### config.mk
export PLATFORM = sky130hd
export DESIGN_NAME = itc_core
export DESIGN_NICKNAME = d
export VERILOG_FILES = /design/src/hw/itc_pkg.sv /design/src/hw/itc_core.sv
export SDC_FILE = /design/constraint.sdc
export NUM_CORES = 1
export LEC_CHECK = 0
export ABC_AREA = 1
export BUFFER_PORTS_ARGS = -buffer_cell sky130_fd_sc_hd__clkbuf_2
export CORE_UTILIZATION = 40
export DETAILED_ROUTE_END_ITERATION = 7
export MAX_ROUTING_LAYER = met4
export PLACE_DENSITY = 0.64
export RECOVER_POWER = 50
export SYNTH_ARGS = -nofsm -noshare
export SYNTH_HDL_FRONTEND = slang
export SYNTH_SLANG_ARGS = --single-unit
### constraint.sdc
create_clock -name clk -period 3.1 [get_ports clk]
set_input_delay 0.465 -clock clk [delete_from_list [all_inputs] [get_ports clk]]
set_output_delay 0.465 -clock clk [all_outputs]
set_load 0.1 [all_outputs]
### src/hw/itc_pkg.sv
package itc_pkg;

   ////////////////////////////////////////////////////////////////////////////
   // sizes, reset values and the program counter low byte address
   localparam int PC_W = 11;
   localparam int IW = 16;
   localparam int STACK_DEPTH_DEF = 8;
   localparam int CLKS_PER_ICYCLE = 4;
   localparam logic [PC_W-1:0] PC_RESET = 11'h000;
   localparam logic [7:0] ACCUM_RESET = 8'h00;
   localparam logic [7:0] PC_LOW_ADDR = 8'h06;

   ////////////////////////////////////////////////////////////////////////////
   // instruction word fields
   localparam int OPC_LSB = 11;
   localparam int BIT_LSB = 8;
   localparam int DEST_BIT = 8;
   localparam int ROT_LEFT_BIT = 8;
   localparam int ROT_CARRY_BIT = 9;
   localparam int ROT_MEM_BIT = 10;

   ////////////////////////////////////////////////////////////////////////////
   // types
   typedef enum logic [CLKS_PER_ICYCLE-1:0] {
      PH_1 = 4'h1,
      PH_2 = 4'h2,
      PH_3 = 4'h4,
      PH_4 = 4'h8
   } itc_phase_t;

   typedef enum logic [1:0] {
      ID_NONE = 2'h0,
      ID_HOLD = 2'h1,
      ID_ADV = 2'h2,
      ID_TABLE = 2'h3
   } itc_idle_t;

   typedef enum logic [4:0] {
      OP_MOV_TO_A = 5'h00, OP_MOV_TO_M = 5'h01, OP_MOV_IMM = 5'h02, OP_ADD = 5'h03,
      OP_ADD_IMM = 5'h04, OP_ADDC = 5'h05, OP_SUB = 5'h06, OP_SUB_IMM = 5'h07,
      OP_SUBC = 5'h08, OP_AND = 5'h09, OP_OR = 5'h0a, OP_XOR = 5'h0b,
      OP_AND_IMM = 5'h0c, OP_OR_IMM = 5'h0d, OP_XOR_IMM = 5'h0e, OP_COMPL = 5'h0f,
      OP_INCR = 5'h10, OP_DECR = 5'h11, OP_ROTATE = 5'h12, OP_BIT_CLR = 5'h13,
      OP_BIT_SET = 5'h14, OP_SKIP_ZERO = 5'h15, OP_SKIP_BIT_ZERO = 5'h16, OP_SKIP_BIT_ONE = 5'h17,
      OP_JUMP = 5'h18, OP_CALL = 5'h19, OP_RETURN = 5'h1a, OP_TABLE_RD = 5'h1b,
      OP_HALT = 5'h1c, OP_WDT_CLR = 5'h1d, OP_NOP = 5'h1e, OP_RETURN_IMM = 5'h1f
   } itc_op_t;

endpackage

### src/hw/itc_core.sv
`timescale 1ns/1ps
// How it works
// RQ1 - every instruction cycle is four clocks, fetch in the first and execute in the second.
// RQ2 - most instructions take one instruction cycle, jumps, calls, returns and table reads take two.
// RQ3 - a write to the program counter low byte jumps there and costs one extra cycle.
// RQ4 - a conditional skip costs one cycle if it does not skip and one more if it does.
// RQ5 - and, or, xor and complement set the zero flag when the result is zero.
// RQ6 - rotates move one bit left or right, through-carry forms swap the outgoing bit with carry.
// RQ7 - a call saves the next address and a return resumes there, a jump saves nothing.
// RQ8 - conditional branches test a byte or a bit and run or skip the next instruction.
// RQ9 - bit set and clear change only the chosen bit by an internal read-modify-write.
// RQ10 - increment and decrement add or subtract one, result to memory or accumulator.
// RQ11 - add past 255 and subtract below zero are reported in carry.
// RQ12 - table reads fetch a program memory word and deliver it to data registers.
// RQ13 - moves go memory to accumulator, accumulator to memory and constant to accumulator.
// RQ14 - a halt instruction powers down the core and a dedicated instruction clears the watchdog.
// RQ15 - add and subtract with or without carry update zero, carry, aux carry and overflow.
// RQ16 - an extra cycle is an idle fetch that discards the prefetched word, except after a table read, where the word is written out as data.
module itc_core
   import itc_pkg::*;
#(
   parameter int STACK_DEPTH = STACK_DEPTH_DEF
)
(
   input wire logic clk,
   input wire logic rst_n,
   output logic [PC_W-1:0] prog_addr_ff,
   input wire logic [IW-1:0] prog_data,
   output logic [7:0] dm_addr_ff,
   output logic [7:0] dm_wdata_ff,
   output logic dm_we_ff,
   input wire logic [7:0] dm_rdata,
   input wire logic wake_pin,
   output logic halted_ff,
   output logic wdt_clr_ff,
   output logic [7:0] accum_ff,
   output logic zero_ff,
   output logic carry_ff,
   output logic aux_carry_ff,
   output logic overflow_ff,
   output logic [7:0] table_high_ff
);

   localparam int SP_W = $clog2(STACK_DEPTH);

   ////////////////////////////////////////////////////////////////////////////
   // helpers
   function automatic logic [10:0] add8(input logic [7:0] a, input logic [7:0] b, input logic cin);
      logic [8:0] s;
      logic [4:0] h;
      s = {1'b0, a} + {1'b0, b} + {8'h00, cin};
      h = {1'b0, a[3:0]} + {1'b0, b[3:0]} + {4'h0, cin};
      return {(a[7] == b[7]) && (s[7] != a[7]), h[4], s[8], s[7:0]};
   endfunction

   function automatic logic [7:0] bit_mask(input logic [2:0] idx);
      return 8'h01 << idx;
   endfunction

   ////////////////////////////////////////////////////////////////////////////
   // state
   itc_phase_t ph_ff, nxt_ph;
   itc_idle_t idle_ff, nxt_idle, pend_ff, nxt_pend;
   logic [IW-1:0] ir_ff, nxt_ir;
   logic [PC_W-1:0] pc_ff, nxt_pc;
   logic [SP_W-1:0] sp_ff, nxt_sp;
   logic [PC_W-1:0] stk_ff [STACK_DEPTH];
   logic [PC_W-1:0] nxt_stk [STACK_DEPTH];
   logic [PC_W-1:0] nxt_prog_addr;
   logic [7:0] nxt_dm_addr, nxt_dm_wdata, nxt_accum, nxt_table_high;
   logic nxt_dm_we, nxt_halted, nxt_wdt_clr, nxt_zero, nxt_carry, nxt_aux_carry, nxt_overflow;
   logic wake_s1_ff, wake_s2_ff;
   itc_op_t op;
   logic exec;

   assign op = itc_op_t'(ir_ff[IW-1:OPC_LSB]);
   assign exec = (idle_ff == ID_NONE);

   ////////////////////////////////////////////////////////////////////////////
   // sequencing and execution
   always_comb
   begin
      logic [7:0] opnd;
      logic [7:0] res;
      logic [10:0] sum;
      logic [2:0] bsel;
      logic [PC_W-1:0] pc_inc;
      logic wr_m;
      logic wr_a;
      logic skip;
      logic arith;
      logic logic_op;
      opnd = 8'h00;
      res = 8'h00;
      sum = 11'h000;
      bsel = ir_ff[BIT_LSB+2:BIT_LSB];
      pc_inc = pc_ff + 11'h001;
      wr_m = 1'b0;
      wr_a = 1'b0;
      skip = 1'b0;
      arith = 1'b0;
      logic_op = 1'b0;
      nxt_ph = ph_ff;
      nxt_idle = idle_ff;
      nxt_pend = pend_ff;
      nxt_ir = ir_ff;
      nxt_pc = pc_ff;
      nxt_sp = sp_ff;
      nxt_stk = stk_ff;
      nxt_prog_addr = prog_addr_ff;
      nxt_dm_addr = dm_addr_ff;
      nxt_dm_wdata = dm_wdata_ff;
      nxt_dm_we = dm_we_ff;
      nxt_halted = halted_ff;
      nxt_wdt_clr = wdt_clr_ff;
      nxt_accum = accum_ff;
      nxt_zero = zero_ff;
      nxt_carry = carry_ff;
      nxt_aux_carry = aux_carry_ff;
      nxt_overflow = overflow_ff;
      nxt_table_high = table_high_ff;
      case (ph_ff)
         PH_1:
         begin
            // the core parks here while powered down
            if (halted_ff)
            begin
               nxt_halted = !wake_s2_ff; // RQ14
            end
            else
            begin
               nxt_ph = PH_2; // RQ1
               if (exec)
               begin
                  nxt_ir = prog_data;
                  nxt_dm_addr = prog_data[7:0];
               end
            end
         end
         PH_2:
         begin
            nxt_ph = PH_3; // RQ1
            if (idle_ff == ID_ADV)
            begin
               nxt_pc = pc_inc; // RQ4
            end
            else if (idle_ff == ID_TABLE)
            begin
               // the program word is still on the bus because the fetch address waits for phase four
               nxt_dm_wdata = prog_data[7:0]; // RQ12
               nxt_dm_we = 1'b1; // RQ12
               nxt_table_high = prog_data[15:8]; // RQ12
            end
            else if (exec)
            begin
               nxt_pc = pc_inc;
               opnd = dm_rdata;
               if (op == OP_MOV_IMM || op == OP_ADD_IMM || op == OP_SUB_IMM || op == OP_AND_IMM ||
                   op == OP_OR_IMM || op == OP_XOR_IMM || op == OP_RETURN_IMM)
               begin
                  opnd = ir_ff[7:0];
               end
               case (op)
                  OP_MOV_TO_A, OP_MOV_IMM:
                  begin
                     res = opnd; // RQ13
                     wr_a = 1'b1;
                  end
                  OP_MOV_TO_M:
                  begin
                     res = accum_ff; // RQ13
                     wr_m = 1'b1;
                  end
                  OP_ADD, OP_ADD_IMM, OP_ADDC:
                  begin
                     sum = add8(accum_ff, opnd, (op == OP_ADDC) && carry_ff); // RQ11
                     arith = 1'b1;
                  end
                  OP_SUB, OP_SUB_IMM, OP_SUBC:
                  begin
                     // carry clear means a borrow happened
                     sum = add8(accum_ff, ~opnd, (op != OP_SUBC) || carry_ff); // RQ11
                     arith = 1'b1;
                  end
                  OP_AND, OP_AND_IMM:
                  begin
                     res = accum_ff & opnd;
                     logic_op = 1'b1;
                  end
                  OP_OR, OP_OR_IMM:
                  begin
                     res = accum_ff | opnd;
                     logic_op = 1'b1;
                  end
                  OP_XOR, OP_XOR_IMM:
                  begin
                     res = accum_ff ^ opnd;
                     logic_op = 1'b1;
                  end
                  OP_COMPL:
                  begin
                     res = ~opnd;
                     logic_op = 1'b1;
                  end
                  OP_INCR, OP_DECR:
                  begin
                     res = (op == OP_INCR) ? opnd + 8'h01 : opnd - 8'h01; // RQ10
                     nxt_zero = (res == 8'h00);
                     wr_m = ir_ff[DEST_BIT]; // RQ10
                     wr_a = !ir_ff[DEST_BIT]; // RQ10
                  end
                  OP_ROTATE:
                  begin
                     if (ir_ff[ROT_LEFT_BIT])
                     begin
                        res = {opnd[6:0], ir_ff[ROT_CARRY_BIT] ? carry_ff : opnd[7]}; // RQ6
                        nxt_carry = ir_ff[ROT_CARRY_BIT] ? opnd[7] : carry_ff; // RQ6
                     end
                     else
                     begin
                        res = {ir_ff[ROT_CARRY_BIT] ? carry_ff : opnd[0], opnd[7:1]}; // RQ6
                        nxt_carry = ir_ff[ROT_CARRY_BIT] ? opnd[0] : carry_ff; // RQ6
                     end
                     wr_m = ir_ff[ROT_MEM_BIT];
                     wr_a = !ir_ff[ROT_MEM_BIT];
                  end
                  OP_BIT_CLR:
                  begin
                     res = opnd & ~bit_mask(bsel); // RQ9
                     wr_m = 1'b1;
                  end
                  OP_BIT_SET:
                  begin
                     res = opnd | bit_mask(bsel); // RQ9
                     wr_m = 1'b1;
                  end
                  OP_SKIP_ZERO:
                  begin
                     // the dest bit here asks for a copy into the accumulator
                     res = opnd;
                     wr_a = ir_ff[DEST_BIT];
                     skip = (opnd == 8'h00); // RQ8
                  end
                  OP_SKIP_BIT_ZERO:
                  begin
                     skip = !opnd[bsel]; // RQ8
                  end
                  OP_SKIP_BIT_ONE:
                  begin
                     skip = opnd[bsel]; // RQ8
                  end
                  OP_JUMP:
                  begin
                     nxt_pc = ir_ff[PC_W-1:0]; // RQ7
                     nxt_pend = ID_HOLD; // RQ2
                  end
                  OP_CALL:
                  begin
                     // deeper nesting than the stack silently overwrites the oldest entry
                     nxt_stk[sp_ff] = pc_inc; // RQ7
                     nxt_sp = sp_ff + 1'b1;
                     nxt_pc = ir_ff[PC_W-1:0];
                     nxt_pend = ID_HOLD; // RQ2
                  end
                  OP_RETURN, OP_RETURN_IMM:
                  begin
                     nxt_sp = sp_ff - 1'b1;
                     nxt_pc = stk_ff[sp_ff - 1'b1]; // RQ7
                     nxt_pend = ID_HOLD; // RQ2
                     res = opnd;
                     wr_a = (op == OP_RETURN_IMM);
                  end
                  OP_TABLE_RD:
                  begin
                     nxt_pend = ID_TABLE; // RQ2
                  end
                  OP_HALT:
                  begin
                     nxt_halted = 1'b1; // RQ14
                  end
                  OP_WDT_CLR:
                  begin
                     nxt_wdt_clr = 1'b1; // RQ14
                  end
                  default:
                  begin
                     res = 8'h00;
                  end
               endcase
               if (arith)
               begin
                  res = sum[7:0];
                  nxt_overflow = sum[10]; // RQ15
                  nxt_aux_carry = sum[9]; // RQ15
                  nxt_carry = sum[8]; // RQ11
                  nxt_zero = (sum[7:0] == 8'h00); // RQ15
                  wr_m = (op != OP_ADD_IMM) && (op != OP_SUB_IMM) && ir_ff[DEST_BIT];
                  wr_a = !wr_m;
               end
               if (logic_op)
               begin
                  nxt_zero = (res == 8'h00); // RQ5
                  wr_m = (op == OP_COMPL || op == OP_AND || op == OP_OR || op == OP_XOR) && ir_ff[DEST_BIT];
                  wr_a = !wr_m;
               end
               if (wr_a)
               begin
                  nxt_accum = res;
               end
               if (wr_m)
               begin
                  nxt_dm_wdata = res;
                  nxt_dm_we = 1'b1;
                  if (dm_addr_ff == PC_LOW_ADDR)
                  begin
                     nxt_pc = {pc_ff[PC_W-1:8], res}; // RQ3
                     nxt_pend = ID_HOLD; // RQ3
                  end
               end
               if (skip)
               begin
                  nxt_pend = ID_ADV; // RQ4
               end
            end
         end
         PH_3:
         begin
            nxt_ph = PH_4; // RQ1
            nxt_dm_we = 1'b0;
            nxt_wdt_clr = 1'b0;
         end
         PH_4:
         begin
            nxt_ph = PH_1; // RQ1
            // a pending extra cycle turns the next cycle idle, so the word it fetches is not executed; after a table read it is kept as data
            nxt_idle = pend_ff; // RQ16
            nxt_pend = ID_NONE;
            nxt_prog_addr = (pend_ff == ID_TABLE) ? {{(PC_W-8){1'b0}}, accum_ff} : pc_ff; // RQ12
         end
         default:
         begin
            nxt_ph = PH_1;
         end
      endcase
   end

   always_ff @(posedge clk or negedge rst_n)
   begin
      if (!rst_n)
      begin
         ph_ff <= PH_1;
         idle_ff <= ID_NONE;
         pend_ff <= ID_NONE;
         ir_ff <= 16'h0000;
         pc_ff <= PC_RESET;
         sp_ff <= '0;
         for (int i = 0; i < STACK_DEPTH; i++)
         begin
            stk_ff[i] <= PC_RESET;
         end
         prog_addr_ff <= PC_RESET;
         dm_addr_ff <= 8'h00;
         dm_wdata_ff <= 8'h00;
         dm_we_ff <= 1'b0;
         halted_ff <= 1'b0;
         wdt_clr_ff <= 1'b0;
         accum_ff <= ACCUM_RESET;
         zero_ff <= 1'b0;
         carry_ff <= 1'b0;
         aux_carry_ff <= 1'b0;
         overflow_ff <= 1'b0;
         table_high_ff <= 8'h00;
         wake_s1_ff <= 1'b0;
         wake_s2_ff <= 1'b0;
      end
      else
      begin
         ph_ff <= nxt_ph;
         idle_ff <= nxt_idle;
         pend_ff <= nxt_pend;
         ir_ff <= nxt_ir;
         pc_ff <= nxt_pc;
         sp_ff <= nxt_sp;
         stk_ff <= nxt_stk;
         prog_addr_ff <= nxt_prog_addr;
         dm_addr_ff <= nxt_dm_addr;
         dm_wdata_ff <= nxt_dm_wdata;
         dm_we_ff <= nxt_dm_we;
         halted_ff <= nxt_halted;
         wdt_clr_ff <= nxt_wdt_clr;
         accum_ff <= nxt_accum;
         zero_ff <= nxt_zero;
         carry_ff <= nxt_carry;
         aux_carry_ff <= nxt_aux_carry;
         overflow_ff <= nxt_overflow;
         table_high_ff <= nxt_table_high;
         wake_s1_ff <= wake_pin;
         wake_s2_ff <= wake_s1_ff;
      end
   end

   ////////////////////////////////////////////////////////////////////////////
   // checks
   AST_ICYCLE_FOUR: assert property (@(posedge clk) disable iff (!rst_n) // RQ1
      (ph_ff == PH_1 && !halted_ff) |=> ph_ff == PH_2 ##1 ph_ff == PH_3 ##1 ph_ff == PH_4 ##1 ph_ff == PH_1)
      else $error("instruction cycle is not four clocks");
   AST_JUMP_TWO: assert property (@(posedge clk) disable iff (!rst_n) // RQ2
      (ph_ff == PH_2 && exec && op == OP_JUMP) |-> ##3 (idle_ff == ID_HOLD && prog_addr_ff == ir_ff[PC_W-1:0]))
      else $error("jump did not take an idle second cycle at its target");
   AST_LOW_BYTE_JUMP: assert property (@(posedge clk) disable iff (!rst_n) // RQ3
      (ph_ff == PH_2 && exec && nxt_dm_we && dm_addr_ff == PC_LOW_ADDR)
      |=> (pc_ff[7:0] == dm_wdata_ff) ##2 (idle_ff == ID_HOLD))
      else $error("low byte write did not jump");
   AST_SKIP_EXTRA: assert property (@(posedge clk) disable iff (!rst_n) // RQ4
      (ph_ff == PH_2 && exec && op == OP_SKIP_ZERO && dm_rdata == 8'h00) |-> ##3 (idle_ff == ID_ADV))
      else $error("taken skip did not add a cycle");
   AST_BIT_NO_SKIP: assert property (@(posedge clk) disable iff (!rst_n) // RQ8
      (ph_ff == PH_2 && exec && op == OP_SKIP_BIT_ONE && !dm_rdata[ir_ff[BIT_LSB+2:BIT_LSB]])
      |-> ##3 (idle_ff == ID_NONE))
      else $error("untaken bit test skipped");
   AST_LOGIC_ZERO: assert property (@(posedge clk) disable iff (!rst_n) // RQ5
      (ph_ff == PH_2 && exec && op == OP_AND && (accum_ff & dm_rdata) == 8'h00) |=> zero_ff)
      else $error("zero flag missed on logic result");
   AST_ROTATE_LEFT: assert property (@(posedge clk) disable iff (!rst_n) // RQ6
      (ph_ff == PH_2 && exec && op == OP_ROTATE && ir_ff[ROT_MEM_BIT:ROT_LEFT_BIT] == 3'h1)
      |=> accum_ff == (($past(dm_rdata) << 1) | ($past(dm_rdata) >> 7)))
      else $error("plain left rotate wrong");
   AST_CALL_SAVES: assert property (@(posedge clk) disable iff (!rst_n) // RQ7
      (ph_ff == PH_2 && exec && op == OP_CALL)
      |=> (sp_ff == $past(sp_ff) + 1'b1) && (stk_ff[$past(sp_ff)] == $past(pc_ff) + 11'h001))
      else $error("call did not save the next address");
   AST_BIT_SET: assert property (@(posedge clk) disable iff (!rst_n) // RQ9
      (ph_ff == PH_2 && exec && op == OP_BIT_SET)
      |=> dm_we_ff && dm_wdata_ff == ($past(dm_rdata) | bit_mask(ir_ff[BIT_LSB+2:BIT_LSB])))
      else $error("bit set touched other bits");
   AST_ADD_CARRY: assert property (@(posedge clk) disable iff (!rst_n) // RQ11
      (ph_ff == PH_2 && exec && op == OP_ADD && ({1'b0, accum_ff} + {1'b0, dm_rdata}) > 9'h0ff) |=> carry_ff)
      else $error("carry missed on add overflow");
   AST_HALT: assert property (@(posedge clk) disable iff (!rst_n) // RQ14
      (ph_ff == PH_2 && exec && op == OP_HALT) |=> halted_ff ##1 !dm_we_ff)
      else $error("halt did not power down");
   AST_IDLE_DISCARD: assert property (@(posedge clk) disable iff (!rst_n) // RQ16
      (ph_ff == PH_2 && idle_ff == ID_HOLD) |=> !dm_we_ff && pc_ff == $past(pc_ff) && ir_ff == $past(ir_ff))
      else $error("idle cycle executed the discarded word");

endmodule

Word-level counts from Yosys, hierarchy flattened
Index checks and enable logic that the tools add are counted.
Operators by class
  equal/unequal tests: 55
  shift operators: 1
  add/subtract/negate cells: 13
  reduce and logical (&&, ||, !) cells: 68
  bitwise logic cells: 12
  order comparisons: 4
  multiplexer cells: 102
Operators with widths (number)
  $mux W11: 13
  $mux W8: 15
  $bwmux W88: 1
  $pmux W8 S10: 1
  $eq A5 B5 Y1 const B: 15
  $mux W1: 50
  $pmux W11 S2: 2
  $eq A5 B4 Y1 const B: 8
  $reduce_and A5 Y1: 7
  $bmux W11 S3: 1
  $demux W11 S3: 1
  $logic_not A8 Y1: 4
  $eq A5 B3 Y1 const B: 4
  $add A8 B8 Y9: 2
  $add A9 B1 Y9: 2
  $reduce_bool A2 Y1: 9
  $and A8 B8 Y8: 2
  $not A8 Y8: 2
  $or A8 B8 Y8: 2
  $reduce_and A4 Y1: 4
  $reduce_or A2 Y1: 7
  $mux W2: 6
  $pmux W4 S3: 1
  $add A11 B1 Y11 const B: 1
  48 further kinds: 95
Storage, ports and cells
  input bits: 27
  register bits after elaboration: 178
  word-level logic and storage cells: 284
  output and inout bits: 50

Longest topological paths before layout
Gate-level depths: netlist (run 1).
  depth after elaboration: 32
  gate-level depth with buffers: 27
  gate-level depth less buffers: 26

Least setup slack after synthesis (run 1)
Ideal clock, no wire load.
  path kind: reg2reg
  start point: register ir_ff[13]
  end point: register zero_ff
  clock period less this slack: 3301 ps
  setup time: 79 ps
  stages on the path, launching flop included: 27
  buffers on the path: 1
  data arrival time: 3223 ps
  slack: -201 ps
  data required time: 3021 ps
  cells stage by stage: dfrtp_1 > buf_4 > nor2_2 > nand3_1 > nand2_1 > nand2_1 > nand2_2 > nand2_1 > nand2_2 > inv_2 > fa_1 > fa_1 > inv_1 > nand2_1 > nand2_1 > nand2_1 > nand2_1 > nand2_1 > nand2_1 > o21ai_0 > inv_1 > nand3_1 > nor2_1 > nand3_1 > nor2_1 > nand3_1 > a21oi_1
Between the ends
  cells in the longest elaborated chain, start to end: 27
  elaborated cells between the ends (all ways): 92
  those cells by class: add/sub (6); eq/ne (24); mux (33); bitwise (6); reduce/logical (23)
Ends and longest elaborated chain
  start: declaration: line itc_core.sv:64  | logic [IW-1:0] ir_ff, nxt_ir;
  start signal: assignment: line itc_core.sv:381  | ir_ff <= nxt_ir;
  $eq A5 B2 Y1 or $eq A5 B3 Y1 (tied branches): line itc_core.sv:158, itc_core.sv:163
  $logic_or A1 B1 Y1 (4 in a row): line itc_core.sv:158  | if (op == OP_MOV_IMM || op == OP_ADD_IMM || op == OP_SUB_IMM || op == OP_AND_IMM ||
  $logic_or A1 B1 Y1 (2 in a row): line itc_core.sv:159  | op == OP_OR_IMM || op == OP_XOR_IMM || op == OP_RETURN_IMM)
  $mux W8: line itc_core.sv:158
  $mux W8: line itc_core.sv:154  | else if (exec)
  $mux W8: line itc_core.sv:147  | else if (idle_ff == ID_TABLE)
  $mux W8: line itc_core.sv:143  | if (idle_ff == ID_ADV)
  $mux W8: line itc_core.sv:122  | case (ph_ff)
  (+7 left out)
  $mux W11: line itc_core.sv:122
  $mux W8: line itc_core.sv:290  | if (arith)
  $mux W8: line itc_core.sv:154
  $mux W8: line itc_core.sv:147
  $mux W8: line itc_core.sv:143
  $mux W8: line itc_core.sv:122
  $logic_not A8 Y1: line itc_core.sv:302  | nxt_zero = (res == 8'h00);
  $mux W1: line itc_core.sv:300  | if (logic_op)
  end signal: assignment: line itc_core.sv:392  | zero_ff <= nxt_zero;
  end: declaration: line itc_core.sv:37  | output logic zero_ff,
Parallel ways exist; a longest one is shown, timed or not. The select of a mux whose other input is x is not followed.
A chain may end at the register's enable or synchronous reset.

Worst setup path after layout (run 1)
  start point: register ir_ff[12]
  end point: register overflow_ff
Between the ends
  cells in the longest elaborated chain, start to end: 22
  elaborated cells between the ends (all ways): 50
  those cells by class: add/sub (4); eq/ne (16); mux (15); bitwise (1); reduce/logical (14)
Ends and longest elaborated chain
  $eq A5 B2 Y1 or $eq A5 B3 Y1 (tied branches): line itc_core.sv:158, itc_core.sv:163
  $logic_or A1 B1 Y1 (4 in a row): line itc_core.sv:158
  $logic_or A1 B1 Y1 (2 in a row): line itc_core.sv:159
  $mux W8: line itc_core.sv:158
  $mux W8: line itc_core.sv:154
  $mux W8: line itc_core.sv:147
  $mux W8: line itc_core.sv:143
  $mux W8: line itc_core.sv:122
  (+2 left out)
  $add A9 B1 Y9: line itc_core.sv:51  | s = {1'b0, a} + {1'b0, b} + {8'h00, cin};
  $ne A1 B1 Y1: line itc_core.sv:53  | return {(a[7] == b[7]) && (s[7] != a[7]), h[4], s[8], s[7:0]};
  $logic_and A1 B1 Y1: line itc_core.sv:53
  $pmux W11 S2: line itc_core.sv:163  | case (op)
  $mux W11: line itc_core.sv:154
  $mux W11: line itc_core.sv:147
  $mux W11: line itc_core.sv:143
  $mux W11: line itc_core.sv:122
  end signal: assignment: line itc_core.sv:395  | overflow_ff <= nxt_overflow;
  end: declaration: line itc_core.sv:40  | output logic overflow_ff,
Parallel ways exist; a longest one is shown, timed or not. The select of a mux whose other input is x is not followed.

==> results.cfg, run 1 <==
[cells_and_area]
antenna_cells = 0
nets = 1730
multi_input_area_um2 = 5996
final_common_cell = nand2_1
syn2layout_area_growth_pct = 27.85
fillCellCount = 2541
seq_area_um2 = 4262
layout_common_cells = 333 x nand2_1, 179 x o21ai_0, 164 x dfrtp_1, 155 x buf_4, 142 x nor2_1
drive_above_1_share = 0.2510

[yosys]
ys_seq_area_frac = 0.4018
ys.flop_type = dfrtp_1
syn-instance-count = 1469
yosys_register_bits = 170
synth.distinct_cells = 47
syn_avg_cell_area_um2 = 7.209
synth_enable_flop_cells = 0
ys_warn_count = 0
async_flop_share = 1.000
syn_area_um2 = 10590
synth_nets = 1531

[grt]
antenna_found_initial = 0
grt_pass1_wl_mm = 59.46
grt_pass1_vias = 10576
grt.total_usage = 0.2989
grt_max_degree = 69
grt_overflow = 0

[setup_path]
crit_path_start_kind = register
critPathArrivalTime_ns = 3.50
cp_max_fo = 8
endpoint_kind = register
cp.required_ns = 3.43
worstSetupPathType = register to register

[cts]
root_buffer = clkbuf_16
clock_latency_ns = 0.44
cts_sinks = 170
cts_buffers = 17
cts.path.max_buffers = 2
holdBufCountCts = 0
cts_tree = built
h-tree-depth = 4
clk_pin_slew_ns = 0.08

[floorplanning]
die_x_um = 164.7
num_rows = 59
initial_utilization = 0.4076
die_y_um = 164.7
fp.dieArea_um2 = 27130
ios = 77
coreArea_um2 = 25980

[placement]
gp_congestion = 0.9993
detailed_place_hpwl_mm = 28.22
io_buffers = 76

[detailed_routing]
post-route-drc-count = 0
drt_wl_total_mm = 38.27
first_iter_violations = 1074
first_pass_iters = 5
via_per_inst = 5.500
drt.antenna.violating_nets = 0
routedWlPerCell_um = 18.98
num_vias = 11089

[sta]
drv_slew = 69
finalHoldViolations = 0
finClkSkew_ns = 0.01327
setup_viol = 4
min_period_ns = 3.178
period_share = 1.025
fin_ws_ns = -0.07845
worst_pin_slew_ns = 1.798
rsz0062_at_grt = yes
tns_ns = -0.1549
relSlewSlack = -0.1986
fmax_mhz = 314.6

[outcome]
failed_checks = capacitance limit, slew limit, setup timing
status = finished with violations

[worst_hold_path]
min_path_type = input pin to register

[run]
max_cap_violations = 1
[registers in the layout, indices dropped and copies added, names as in the netlist, 2 cells and up]
name	flops
stk_ff	88
dm_addr_ff	7
idle_ff	2
pc_ff	11
table_high_ff	8
prog_addr_ff	11
sp_ff	3
ph_ff	4
pend_ff	2
ir_ff	9
accum_ff	8
dm_wdata_ff	8
[timing repair]
| action | 4_1_cts | 5_1_grt |
|---|---|---|
| pin swaps | 28 | 57 |
| hold endpoints to repair | 0 | 0 |
| setup buffers | 13 | 14 |
| gates resized for setup | 57 | 86 |
| cloned | 0 | 1 |
| endpoints found under the setup margin | 20 | 24 |
[kinds of logic after synthesis]
kind of cell | count (synthesis) | share of synthesized area
simple gates | 692 | 0.2784
buf+inv | 210 | 0.07869
flops | 170 | 0.4018
compound gates | 342 | 0.1789
xor+xnor | 16 | 0.01323
mux | 4 | 0.004135
fa+ha+maj | 35 | 0.04490
[synthesized netlist by cell type, types with 7 or more instances]
library cell  count  area [µm²]
inv_1           124       465.5
o21ai_0         191       955.9
nand3_1         105       525.5
nand2_2          10       62.56
nand4_1          19       118.9
nand2_1         357        1340
xor2_1           13       113.9
buf_4            11       82.58
dfrtp_1         169        4229
a21oi_1          80       400.4
nor2_1          151       566.8
clkbuf_1         56       210.2
inv_2            13       48.80
nor2_2            9       56.30
nor3_1           18       90.09
o22ai_1           8       50.05
nand3_2           7       70.07
o211ai_1          8       60.06
o21ai_1          10       50.05
ha_1             30       375.4
o221ai_1         25       219.0
[worst max-delay path, cell delays in order, from the launching register on]
cell and delay (ns):
dfrtp_2 0.46, inv_2 0.08, nand2_2 0.06, nand2_2 0.09, nor2_4 0.05, nor2_4 0.21, nand2_8 0.10, nand2_1 0.10
nand2_2 0.09, buf_4 0.14, buf_4 0.16, ha_2 0.18, o21bai_2 0.21, buf_4 0.16, a31oi_4 0.14, nand2_2 0.08
buf_4 0.14, buf_4 0.12, buf_4 0.12, or2_2 0.26, nand4_1 0.07, a21oi_1 0.06
[final timing paths]
| kind | startpoint | endpoint | slack, ns | cells past startpoint |
|---|---|---|---|---|
| max | ir_ff[12] | overflow_ff | -0.08 | 21 |
| min | wake_pin | wake_s1_ff | 0.13 | 1 |
| max reg2reg | ir_ff[12] | overflow_ff | -0.08 | 21 |
| min reg2reg | wake_s1_ff | wake_s2_ff | 0.36 | 0 |
| max in group asynchronous | rst_n | ir_ff[11] | 0.32 | 2 |
| min in group asynchronous | rst_n | stk_ff[14] | 0.49 | 1 |
[area by class of cell]
cell class,count,share of cell area
Clock inverter,14,0.01174
Multi-Input combinational cell,1089,0.4428
Inverter,139,0.03891
Sequential cell,170,0.3148
Tap cell,335,0.03096
Timing Repair Buffer,251,0.1291
Clock buffer,18,0.03170
[per-layer routing]
metal | part of all wire | global-route usage | wire [µm]
met2 | 0.48 | 0.4807 | 18240
met4 | 0.040 | 0.1163 | 1536
met3 | 0.057 | 0.03742 | 2192
met1 | 0.43 | 0.3836 | 16300
met5 | 0 | - | 0
[through the flow]
stage                     area (µm²)  setup slack (ns)    util  hold slack [ns]  cells
final                          13540          -0.07845  0.5210           0.1251   2016
after global placement         12240           -0.4805  0.4711           0.3376   1956
after detailed placement       12240           -0.5183  0.4711           0.3465   1956
after floorplan                10640          0.008092       -           0.1694   1469
after global routing           13540           -0.3117  0.5210           0.1161   2016
after CTS                      13130          -0.07178  0.5052          0.05640   2001
Power of run 1 is not shown: default switching activity piles up to over one toggle a cycle in this logic, so the estimate is an artifact.
==> inputs of run 2 (changes only) <==
--- a/config.mk
+++ b/config.mk
@@ -15,3 +15,4 @@
 export SYNTH_ARGS = -nofsm -noshare
 export SYNTH_HDL_FRONTEND = slang
 export SYNTH_SLANG_ARGS = --single-unit
+export TNS_END_PERCENT = 50
==> results.cfg, run 2 (synthesis results as in run 1) <==
[sta]
period_share = 1.019
rsz0062_at_grt = yes
min_period_ns = 3.160
setup_viol = 3
fmax_mhz = 316.5
finClkSkew_ns = 0.01272
finalHoldViolations = 0
fin_ws_ns = -0.05994
drv_slew = 69
worst_pin_slew_ns = 1.779
relSlewSlack = -0.1859

[cts]
cts.path.max_buffers = 2
root_buffer = clkbuf_16
cts_sinks = 170
cts_buffers = 17
clk_pin_slew_ns = 0.08
h-tree-depth = 4
clock_latency_ns = 0.44
cts_tree = built
holdBufCountCts = 0

[grt]
grt_pass1_wl_mm = 59.46
grt_max_degree = 69
grt_pass1_vias = 10576
grt_overflow = 0
antenna_found_initial = 0
grt.total_usage = 0.2989

[setup_path]
r2r_start = ir_ff[12]
worstSetupPathType = register to register
cp.required_ns = 3.42
slowest_delay_ns = 0.46
cp_max_fo = 8
rr_worst_depth = 21
crit_end = overflow_ff
critPathArrivalTime_ns = 3.48
crit_start = ir_ff[12]
r2r_end = overflow_ff
endpoint_kind = register
crit_path_start_kind = register
slowest_stage = dfrtp_2
crit_chain = inv_2, nand2_2, nand2_2, nor2_4, nor2_4, nand2_8, nand2_1, nand2_2, buf_4, buf_4, ha_2, o21bai_2, buf_4, a31oi_4, nand2_2, buf_4, buf_4, buf_4, or2_2, nand4_1, a21oi_1
path_common_cell = buf_4
rrSetupSlack_ns = -0.06

[cells_and_area]
final_cells = 2013
seq_area_um2 = 4262
nets = 1727
multi_input_area_um2 = 5937
antenna_cells = 0
fin_util = 0.5171
stdcell_area_um2 = 13440
largest_reg_flops = 88
layout_common_cells = 334 x nand2_1, 180 x o21ai_0, 164 x dfrtp_1, 153 x buf_4, 142 x nor2_1
syn2layout_area_growth_pct = 26.88
fillCellCount = 2565
regMostFlops = stk_ff
final_common_cell = nand2_1
drive_above_1_share = 0.2449
reg.largest.list = stk_ff: 88 flops, pc_ff: 11 flops, prog_addr_ff: 11 flops

[worst_hold_path]
min_path_type = input pin to register
hold_depth = 1
hold_path.startpoint = wake_pin

[detailed_routing]
post-route-drc-count = 0
num_vias = 11047
via_per_inst = 5.488
first_pass_iters = 6
drt_wl_total_mm = 37.94
drt.antenna.violating_nets = 0
routedWlPerCell_um = 18.85
first_iter_violations = 1028

[placement]
dp.cells = 1956
place_ws_ns = -0.5183
io_buffers = 76
placed_cell_area_um2 = 12240
gp_congestion = 0.9993
detailed_place_hpwl_mm = 28.22

[floorplanning]
die_x_um = 164.7
fp.dieArea_um2 = 27130
ios = 77
num_rows = 59
coreArea_um2 = 25980
die_y_um = 164.7
initial_utilization = 0.4076

[outcome]
failed_checks = capacitance limit, slew limit, setup timing
status = finished with violations

[run]
max_cap_violations = 1
[run 2: final cells by class]
cell class                      instances  area share
Clock buffer                           18     0.03194
Clock inverter                         14     0.01183
Inverter                              139     0.03920
Multi-Input combinational cell       1089      0.4418
Sequential cell                       170      0.3172
Tap cell                              335     0.03119
Timing Repair Buffer                  248      0.1268
[run 2: worst min path at each step]
| stage | slack [ns] | endpoint |
|---|---|---|
| after floorplan | 0.17 | accum_ff[0] |
| after global placement | 0.34 | wake_s2_ff |
| after detailed placement | 0.35 | wake_s2_ff |
| after CTS | 0.06 | stk_ff[14] |
| after global routing | 0.12 | wake_s1_ff |
| final | 0.13 | wake_s1_ff |
[run 2: stage by stage]
stage                      TNS, ns  hold slack, ns
after CTS                 -0.07178         0.05640
after floorplan                  0          0.1694
final                     -0.08441          0.1267
after detailed placement    -3.076          0.3465
after global placement      -2.623          0.3376
after global routing        -6.362          0.1161
[run 2: repair_timing]
action / 4_1_cts / 5_1_grt
resized for setup: 57 / 75
pin swaps: 28 / 54
endpoints found under the setup margin: 20 / 24
setup buffers: 13 / 12
[run 2: critical path: cells and delay by family, from the launching register on]
family | cells | cell delay, ns
fa+ha+maj | 1 | 0.19
flops | 1 | 0.46
simple gates | 10 | 1.06
compound gates | 3 | 0.41
buf+inv | 7 | 0.91
[run 2: layer usage]
metal	global-route usage	wire length [µm]	vias up
li1	-	-	5280
met1	0.3836	16050	5207
met2	0.4807	18150	452
met3	0.03742	2172	108
met4	0.1163	1567	0
met5	-	0	-
Power of run 2 is left out for the same reason.
